**config.mk**
```make
export PLATFORM = sky130hd
export DESIGN_NAME = ccd_descriptor
export DESIGN_NICKNAME = d
export VERILOG_FILES = /design/src/ccd_pkg.sv /design/src/ccd_descriptor.sv
export VERILOG_INCLUDE_DIRS = /design/src /design/src/src
export SDC_FILE = /design/constraint.sdc
export NUM_CORES = 1
export LEC_CHECK = 0
export ABC_AREA = 1
export BUFFER_PORTS_ARGS = -buffer_cell sky130_fd_sc_hd__buf_4
export CORE_MARGIN = 2
export CORE_UTILIZATION = 46
export DETAILED_ROUTE_END_ITERATION = 10
export PLACE_DENSITY_LB_ADDON = 0.05
export SLEW_MARGIN = 20
export SYNTH_ARGS = -nofsm -noshare
export SYNTH_HDL_FRONTEND = slang
export SYNTH_SLANG_ARGS = --single-unit
```
**constraint.sdc**
```tcl
create_clock -name clk_sys -period 1.6 [get_ports clk_sys]
set_clock_uncertainty 0.1 [all_clocks]
set_input_delay 0.08 -clock clk_sys [delete_from_list [all_inputs] [get_ports clk_sys]]
set_output_delay 0.08 -clock clk_sys [all_outputs]
set_load 0.05 [all_outputs]
```
**src/ccd_params.svh**
```systemverilog
/*
  Offsets, field positions, reset values and encodings of the command
  capability descriptor. Included by the package users; no logic here.
*/
`ifndef CCD_PARAMS_SVH
`define CCD_PARAMS_SVH

`define CCD_ADDR_W 12
`define CCD_DATA_W 16

`define CCD_OFS_OPT_CMD 12'h208
`define CCD_OFS_FUSED 12'h20A
`define CCD_OFS_FMT_ATTR 12'h20C
`define CCD_OFS_FMT_REQ 12'h210
`define CCD_OFS_FMT_STAT 12'h212

`define CCD_OPT_RESV_BIT 5
`define CCD_OPT_FEAT_SAVE_SEL_BIT 4
`define CCD_OPT_WRITE_ZEROES_BIT 3
`define CCD_OPT_DATASET_MGMT_BIT 2
`define CCD_OPT_WRITE_UNCORR_BIT 1
`define CCD_OPT_COMPARE_BIT 0
`define CCD_FUSED_CMP_WRITE_BIT 0
`define CCD_FMT_CRYPTO_ERASE_BIT 2
`define CCD_FMT_ERASE_ALL_NS_BIT 1
`define CCD_FMT_FORMAT_ALL_NS_BIT 0

`define CCD_REQ_NSID_LSB 0
`define CCD_REQ_ERASE_LSB 8
`define CCD_STAT_ALL_NS_BIT 0
`define CCD_STAT_ERASE_ALL_BIT 1
`define CCD_STAT_REJECT_BIT 2
`define CCD_STAT_NSID_LSB 8

`define CCD_OPT_CMD_RST 16'h0000
`define CCD_FUSED_RST 16'h0000
`define CCD_FMT_ATTR_RST 8'h00
`define CCD_RD_DATA_RST 16'h0000
`define CCD_NSID_ALL 8'hFF

`define CCD_ERASE_NONE 2'h0
`define CCD_ERASE_USER 2'h1
`define CCD_ERASE_CRYPTO 2'h2

`endif

```
**src/ccd_pkg.sv**
```systemverilog
/*
  Types of the command capability descriptor: state encoding, the
  configuration bundle and the whole module state. Assumes nothing.
*/
package ccd_pkg;

  typedef enum logic [1:0] {
    CCD_ST_CAPTURE = 2'b01,
    CCD_ST_RUN = 2'b10
  } ccd_state_e;

  typedef struct packed {
    logic resv_report;
    logic resv_register;
    logic resv_acquire;
    logic resv_release;
    logic feat_save;
    logic feat_select;
    logic write_zeroes;
    logic dataset_mgmt;
    logic write_uncorr;
    logic compare;
    logic fused_cmp_write;
    logic crypto_erase;
    logic erase_all_ns;
    logic format_all_ns;
  } ccd_cfg_s;

  typedef struct packed {
    logic start;
    logic [7:0] nsid;
    logic [1:0] erase;
    logic all_ns;
    logic erase_all;
    logic reject;
  } ccd_fmt_s;

  typedef struct packed {
    ccd_state_e st;
    logic [15:0] opt_cmd;
    logic [15:0] fused_ops;
    logic [7:0] fmt_attr;
    logic [15:0] rd_data;
    logic rd_valid;
    ccd_fmt_s fmt;
  } ccd_state_s;

endpackage

```
**src/ccd_descriptor.sv**
```systemverilog
/*
  Command capability descriptor: three read-only capability fields built
  from configuration inputs, plus a format scope decoder that applies the
  format attributes to each format request.
  Assumes a synchronous register master that never needs wait states and
  configuration inputs that are stable from reset release to the capture edge.
*/
// Local design decision: the plain strobed port.
`timescale 1ns/1ns
`include "ccd_params.svh"

// Summary of operation
// Bit 5 set exactly when reservations implemented
// Reservation support needs all four commands
// Bit 4 only with save and select
// Bit 3 reports Write Zeroes support
// Bit 2 reports Dataset Management support
// Bit 1 reports Write Uncorrectable support
// Bit 0 reports standalone Compare support
// Optional command bits 15:6 reserved
// Fused bit 0 only with compare-write
// Host sends compare first, write second
// Fused bits 15:1 reserved
// Format bit 2 reports cryptographic erase
// Bit 1 set: erase hits every namespace
// Bit 1 clear: erase only target namespace
// Bit 0 set: format covers all namespaces
// Bit 0 clear: per namespace format allowed
// Format attribute bits 7:3 reserved
// Reserved bits zero, fields constant, writes ignored
module ccd_descriptor (
  input wire logic clk_sys,
  input wire logic rst,
  input wire logic ce,
  input wire ccd_pkg::ccd_cfg_s cfg,
  input wire logic [11:0] addr,
  input wire logic wr_en,
  input wire logic [15:0] wr_data,
  input wire logic rd_en,
  output logic [15:0] rd_data,
  output logic rd_valid,
  output logic cap_ready,
  output logic [15:0] opt_cmd_support,
  output logic [15:0] fused_op_support,
  output logic [7:0] format_attr,
  output ccd_pkg::ccd_fmt_s fmt_out
);

  ////////////////////////////////////////////////////////////////////////
  // State

  ccd_pkg::ccd_state_s s;
  ccd_pkg::ccd_state_s next_s;

  localparam ccd_pkg::ccd_fmt_s FMT_RST = '{
    start: 1'b0,
    nsid: 8'h00,
    erase: `CCD_ERASE_NONE,
    all_ns: 1'b0,
    erase_all: 1'b0,
    reject: 1'b0
  };

  localparam ccd_pkg::ccd_state_s STATE_RST = '{
    st: ccd_pkg::CCD_ST_CAPTURE,
    opt_cmd: `CCD_OPT_CMD_RST,
    fused_ops: `CCD_FUSED_RST,
    fmt_attr: `CCD_FMT_ATTR_RST,
    rd_data: `CCD_RD_DATA_RST,
    rd_valid: 1'b0,
    fmt: FMT_RST
  };

  ////////////////////////////////////////////////////////////////////////
  // Field builders from configuration

  logic resv_all;
  logic [15:0] opt_cmd_val;
  logic [15:0] fused_val;
  logic [7:0] fmt_attr_val;

  always_comb
  begin
    // Partial reservation support is never advertised
    resv_all = cfg.resv_report & cfg.resv_register & cfg.resv_acquire
      & cfg.resv_release;
    opt_cmd_val = 16'h0000;
    opt_cmd_val[`CCD_OPT_RESV_BIT] = resv_all;
    opt_cmd_val[`CCD_OPT_FEAT_SAVE_SEL_BIT] = cfg.feat_save & cfg.feat_select;
    opt_cmd_val[`CCD_OPT_WRITE_ZEROES_BIT] = cfg.write_zeroes;
    opt_cmd_val[`CCD_OPT_DATASET_MGMT_BIT] = cfg.dataset_mgmt;
    opt_cmd_val[`CCD_OPT_WRITE_UNCORR_BIT] = cfg.write_uncorr;
    opt_cmd_val[`CCD_OPT_COMPARE_BIT] = cfg.compare;
    fused_val = 16'h0000;
    fused_val[`CCD_FUSED_CMP_WRITE_BIT] = cfg.fused_cmp_write;
    fmt_attr_val = 8'h00;
    fmt_attr_val[`CCD_FMT_CRYPTO_ERASE_BIT] = cfg.crypto_erase;
    fmt_attr_val[`CCD_FMT_ERASE_ALL_NS_BIT] = cfg.erase_all_ns;
    fmt_attr_val[`CCD_FMT_FORMAT_ALL_NS_BIT] = cfg.format_all_ns;
  end

  ////////////////////////////////////////////////////////////////////////
  // Format request decode

  logic [7:0] req_nsid;
  logic [1:0] req_erase;
  logic req_all_ns;
  logic req_erase_all;
  logic req_reject;

  always_comb
  begin
    req_nsid = wr_data[`CCD_REQ_NSID_LSB +: 8];
    req_erase = wr_data[`CCD_REQ_ERASE_LSB +: 2];
    req_all_ns = s.fmt_attr[`CCD_FMT_FORMAT_ALL_NS_BIT];
    // Scope of the erase follows bit 1 only when an erase is asked for
    req_erase_all = (req_erase != `CCD_ERASE_NONE)
      & s.fmt_attr[`CCD_FMT_ERASE_ALL_NS_BIT];
    req_reject = 1'b0;
    if (req_erase == `CCD_ERASE_CRYPTO && !s.fmt_attr[`CCD_FMT_CRYPTO_ERASE_BIT])
    begin
      req_reject = 1'b1;
    end
    else if (req_erase != `CCD_ERASE_NONE && req_erase != `CCD_ERASE_USER
      && req_erase != `CCD_ERASE_CRYPTO)
    begin
      req_reject = 1'b1;
    end
  end

  ////////////////////////////////////////////////////////////////////////
  // Read mux

  logic [15:0] rd_mux;

  always_comb
  begin
    rd_mux = 16'h0000;
    case (addr)
      `CCD_OFS_OPT_CMD:
      begin
        rd_mux = s.opt_cmd;
      end
      `CCD_OFS_FUSED:
      begin
        rd_mux = s.fused_ops;
      end
      `CCD_OFS_FMT_ATTR:
      begin
        rd_mux = {8'h00, s.fmt_attr};
      end
      `CCD_OFS_FMT_STAT:
      begin
        rd_mux[`CCD_STAT_ALL_NS_BIT] = s.fmt.all_ns;
        rd_mux[`CCD_STAT_ERASE_ALL_BIT] = s.fmt.erase_all;
        rd_mux[`CCD_STAT_REJECT_BIT] = s.fmt.reject;
        rd_mux[`CCD_STAT_NSID_LSB +: 8] = s.fmt.nsid;
      end
      default:
      begin
        // Unmapped and write-only offsets read as zero
        rd_mux = 16'h0000;
      end
    endcase
  end

  ////////////////////////////////////////////////////////////////////////
  // Next state

  always_comb
  begin
    next_s = s;
    next_s.rd_valid = 1'b0;
    next_s.rd_data = `CCD_RD_DATA_RST;
    next_s.fmt.start = 1'b0;

    case (s.st)
      ccd_pkg::CCD_ST_CAPTURE:
      begin
        // Configuration is sampled once after reset, then frozen
        next_s.opt_cmd = opt_cmd_val;
        next_s.fused_ops = fused_val;
        next_s.fmt_attr = fmt_attr_val;
        next_s.st = ccd_pkg::CCD_ST_RUN;
      end
      ccd_pkg::CCD_ST_RUN:
      begin
        // Capability fields hold; bus writes never reach them
        next_s.opt_cmd = s.opt_cmd;
        if (wr_en && addr == `CCD_OFS_FMT_REQ)
        begin
          next_s.fmt.start = ~req_reject;
          next_s.fmt.reject = req_reject;
          next_s.fmt.erase = req_erase;
          next_s.fmt.all_ns = req_all_ns;
          next_s.fmt.erase_all = req_erase_all;
          // A whole-device format names every namespace
          next_s.fmt.nsid = req_all_ns ? `CCD_NSID_ALL : req_nsid;
        end
      end
      default:
      begin
        next_s.st = ccd_pkg::CCD_ST_CAPTURE;
      end
    endcase

    if (rd_en)
    begin
      next_s.rd_valid = 1'b1;
      next_s.rd_data = rd_mux;
    end
  end

  ////////////////////////////////////////////////////////////////////////
  // Registers

  always_ff @(posedge clk_sys)
  begin
    if (rst)
    begin
      s <= STATE_RST;
    end
    else if (ce)
    begin
      s <= next_s;
    end
  end

  ////////////////////////////////////////////////////////////////////////
  // Outputs, all straight from the state register

  always_comb
  begin
    rd_data = s.rd_data;
    rd_valid = s.rd_valid;
    cap_ready = (s.st == ccd_pkg::CCD_ST_RUN);
    opt_cmd_support = s.opt_cmd;
    fused_op_support = s.fused_ops;
    format_attr = s.fmt_attr;
    fmt_out = s.fmt;
  end

endmodule

```
### Yosys cells after proc, flatten, opt, wreduce, memory -nomap -nowiden

Cells that the tools add are included.
Widths: inputs -> output; s select.

| word-level totals | value |
|---|---|
| logic and storage cells | 48 |
| output and inout bits | 72 |
| input port bits | 47 |
| flip-flop bits (word level) | 43 |

| cells by class | value |
|---|---|
| reductions and logical operators | 9 |
| equal/unequal tests | 10 |
| bitwise gates (word level) | 7 |
| muxes and demuxes | 10 |

Operators with widths:

| operator | number |
|---|---|
| $eq 12x10->1 const B | 5 |
| $mux 14 | 2 |
| $mux 17 | 1 |
| $mux 8 | 2 |
| $pmux 3 s4 | 1 |
| $and 1x1->1 | 5 |
| $eq 2x2->1 const B | 2 |
| $logic_and 1x1->1 | 4 |
| $pmux 2 s2 | 1 |
| $reduce_and 2->1 | 2 |
| $mux 3 | 1 |
| $reduce_and 3->1 | 1 |
| $eq 2x1->1 const B | 1 |
| $mux 1 | 2 |
| $ne 2x1->1 const B | 1 |
| $ne 2x2->1 const B | 1 |
| $not 1->1 | 2 |
| $reduce_bool 2->1 | 1 |
| $logic_not 1->1 | 1 |

### Longest topological paths before layout

| logic depth | value |
|---|---|
| depth after elaboration | 8 |
| gate-level depth with buffers | 10 |
| depth with buffers taken out | 10 |

### Least setup slack after synthesis

Ideal clock, no wire load.

| path | value |
|---|---|
| path type | flip-flop to flip-flop |
| from | register s[72] (netlist bit) |
| to | register s, in the netlist fmt_out[7] |
| path buffers | 0 |
| path slack | 52 ps |
| arrival | 1331 ps |
| clock period less this slack | 1548 ps |
| cell stages (with the launch flop) | 10 |
| required time | 1383 ps |
| setup time | 117 ps |
| path through | dfxtp_1 inv_2 nor2_4 nand3_2 nor2_2 nand2_4 nor2_4 inv_2 nor2_1 nor2_1 |

| between the ends | value |
|---|---|
| cells in the longest elaborated chain, start to end | 2 |

Ends and longest elaborated chain:

| element | line | text |
|---|---|---|
| start: declaration | ccd_descriptor.sv:52 | `ccd_pkg::ccd_state_s s;` |
| start signal: assignment | ccd_descriptor.sv:225 | `s <= next_s;` |
| $eq 2x2->1 | - |  |
| via cap_ready | ccd_descriptor.sv:42 | `output logic cap_ready,` |
| $reduce_and 3->1 (no line) | - |  |

The timed path passes the listed nets, and every way through them passes these cells.
A chain may end at the register's enable or synchronous reset.

### Worst setup path after layout

| path | value |
|---|---|
| from | register s[72] (netlist bit) |
| to | register s, in the netlist fmt_out[8] |

| between the ends | value |
|---|---|
| cells in the longest elaborated chain, start to end | 2 |

Ends and longest elaborated chain:

| element | line | text |
|---|---|---|
| $eq 2x2->1 | ccd_descriptor.sv:177 | `case (s.st)` |
| $reduce_and 3->1 (no line) | - |  |

No other way between the ends.

==> impl_metrics.tcl <==
set metrics [dict create \
    first_iter_violations 96 \
    vias 2009 \
    numCtsBuffers 5 \
    first_pass_iters 4 \
    antennaDiodeCount 0 \
    drive_gt1_share_pct 31.5 \
    core.rowCount 26 \
    cts_tree "yes" \
    critPathKind "reg -> reg" \
    min_period_over_period_pct 90.0 \
    gp_congestion 0.780 \
    final_common_cell "buf_4" \
    switching_share_pct 31.4 \
    min_path_cells 4 \
    initial_core_util_pct 47.3 \
    die_w_microns 76 \
    holdWs_ps 18.3 \
    final_cell_mix "buf_4 (82), nand2_1 (49), nor2_1 (47)" \
    rr_worst_depth 9 \
    synth_area_sq_um 2380 \
    track_usage_pct 18.1 \
    dp.cells 428 \
    io_pins 119 \
    p_per_area_nw_per_um2 820 \
    power_frac_seq_pct 44.4 \
    grt_pass1_vias 1834 \
    power_w 0.00243 \
    switchingPower_w 0.000764 \
    wl_per_cell_microns 11.3 \
    finalSetupViolCount 0 \
    grt_start_max_net_pins 22 \
    yosysSeqAreaShare_pct 34.4 \
    fin_tns_setup_ps 0 \
    power_leakage_nw 1.40 \
    port_buffers 80 \
    ys_types 29 \
    post_cts_buffers 0 \
    cts_root_buf "clkbuf_8" \
    ys_ff_latch 41 \
    area_growth_pct 24.3 \
    slew_headroom_pct 61.6 \
    worstMarginPinSlew_ps 575 \
    dieArea_sq_um 5780 \
    crit_path_max_fanout 8 \
    num-nets-final 434 \
    grt_setup_unrepaired "no" \
    antenna_found_initial 0 \
    critPathArrivalTime_ps 1530 \
    clockBufferDepth 2 \
    die_h_microns 76 \
    globalRoute.totalOverflow 0 \
    grt_pass1_wl_microns 8470 \
    syn_area_per_cell_sq_um 7.38 \
    p_clk_share_pct 33.1 \
    wirelength_microns 5140 \
    status "finished clean" \
    dp_hpwl_microns 3680 \
    fmax_ghz 0.694 \
    drv_cap 0 \
    hold_path_class "in -> reg" \
    cts.htree.levels 2 \
    pwr-share-comb_pct 22.5 \
    via_per_inst 4.40 \
    num-fill-cells 521 \
    post-route-min-period_ps 1440 \
    drtAntennaViolNets 0 \
    synthCells 323 \
    clock_sinks 41 \
    startpoint_type "register" \
    post-route-util_pct 58.8 \
    coreArea_sq_um 5040 \
    async_flop_share_pct 0 \
    yosysWarnings 0 \
    drc 0 \
    final_cells 457 \
    drv_slew 0 \
    irDropWorstVdd_uv 619 \
    synth_flop_cell "dfxtp_1" \
    hold_viol_final 0 \
    power.internal_w 0.00167 \
    critPathRequiredTime_ps 1690 \
    clk_latency_ps 290 \
    synth_edf_count 0 \
    setup.worst_path.end_class "register" \
    clk_pin_slew_ps 80 \
]
## per-layer routing
metal / global-route usage (%) / wire [microns] / up-vias
li1: - / - / 1041
met1: 23.2 / 2350 / 891
met2: 30.9 / 2450 / 70
met3: 3.44 / 289 / 7
met4: 5.45 / 47 / 0
met5: 0 / 0 / -
## stage by stage
stage                     worst slack [ps]  instance area, sq um
after floorplan                       51.6                  2500
after global placement                 180                  2640
after detailed placement               138                  2640
after CTS                              112                  2960
after global routing                  28.9                  2960
final                                  160                  2960
## power by group through the flow
stage	logic [W]	clock network (W)	registers (W)
6_report	0.000546	0.000805	0.00108
2_1_floorplan	0.000445	0	0.00110
3_5_place_dp	0.000503	0	0.00110
4_1_cts	0.000545	0.000817	0.00108
5_1_grt	0.000581	0.000857	0.00108
3_3_place_gp	0.000501	0	0.00110
## critical path, cell delays in order, from the launching register on
cell     delay, ps
dfxtp_1        370
inv_2           50
nor2_4         100
nand3_2         90
nor2_2         160
nand2_4        100
nor2_4         120
inv_2          100
nor2_1         110
nor2_1          40
## cells by family after synthesis
kind of cell	after synthesis	synth area share (%)
buffers and inverters	100	27.2
other	1	0.157
DFF	41	34.4
and+or+nand+nor	142	29.4
AOI/OAI and AO/OA	39	8.76
## synth_stat cells (3+ instances only)
cell type | instances | area, sq um
buf_4 | 70 | 526
nand2_1 | 49 | 184
nor2_1 | 47 | 176
dfxtp_1 | 41 | 821
nand3_1 | 19 | 95.1
a21oi_1 | 15 | 75.1
inv_1 | 14 | 52.6
o21ai_0 | 14 | 70.1
nor2_4 | 8 | 90.1
inv_2 | 7 | 26.3
o21ai_1 | 6 | 30.0
nor2_2 | 5 | 31.3
a21oi_2 | 3 | 26.3
clkbuf_1 | 3 | 11.3
nor3_2 | 3 | 30.0
## path summary, 6_finish.rpt
check	from	to	slack (ps)
max	s[72]$_SDFFE_PP0P_	fmt_out[8]$_SDFFE_PP0P_	160
min	ce	s[72]$_SDFFE_PP0P_	20
max reg2reg	s[72]$_SDFFE_PP0P_	fmt_out[8]$_SDFFE_PP0P_	160
min reg2reg	rd_valid$_SDFFE_PP0P_	rd_valid$_SDFFE_PP0P_	370
## flip-flops by register name, summed over array words and instances, names as in the netlist
name,cells
rd_data,14
fused_op_support,1
rd_valid,1
s,2
fmt_out,14
opt_cmd_support,6
format_attr,3
## layout make-up
type | count | area [sq um] | area share [%]
multi-input combinational | 213 | 1030 | 34.8
sequential | 41 | 821 | 27.7
clock buffer | 5 | 68.8 | 2.32
inverter | 22 | 85.1 | 2.87
tap | 70 | 87.6 | 2.95
clock inverter | 2 | 35.0 | 1.18
timing repair buffer | 104 | 836 | 28.2
## what timing repair did
action,in CTS,in global routing
resized for setup,0,1
hold buffers,22,0
endpoints found under the hold margin,20,0
endpoints found under the setup margin,0,1
(Power assumes the default switching activity.)
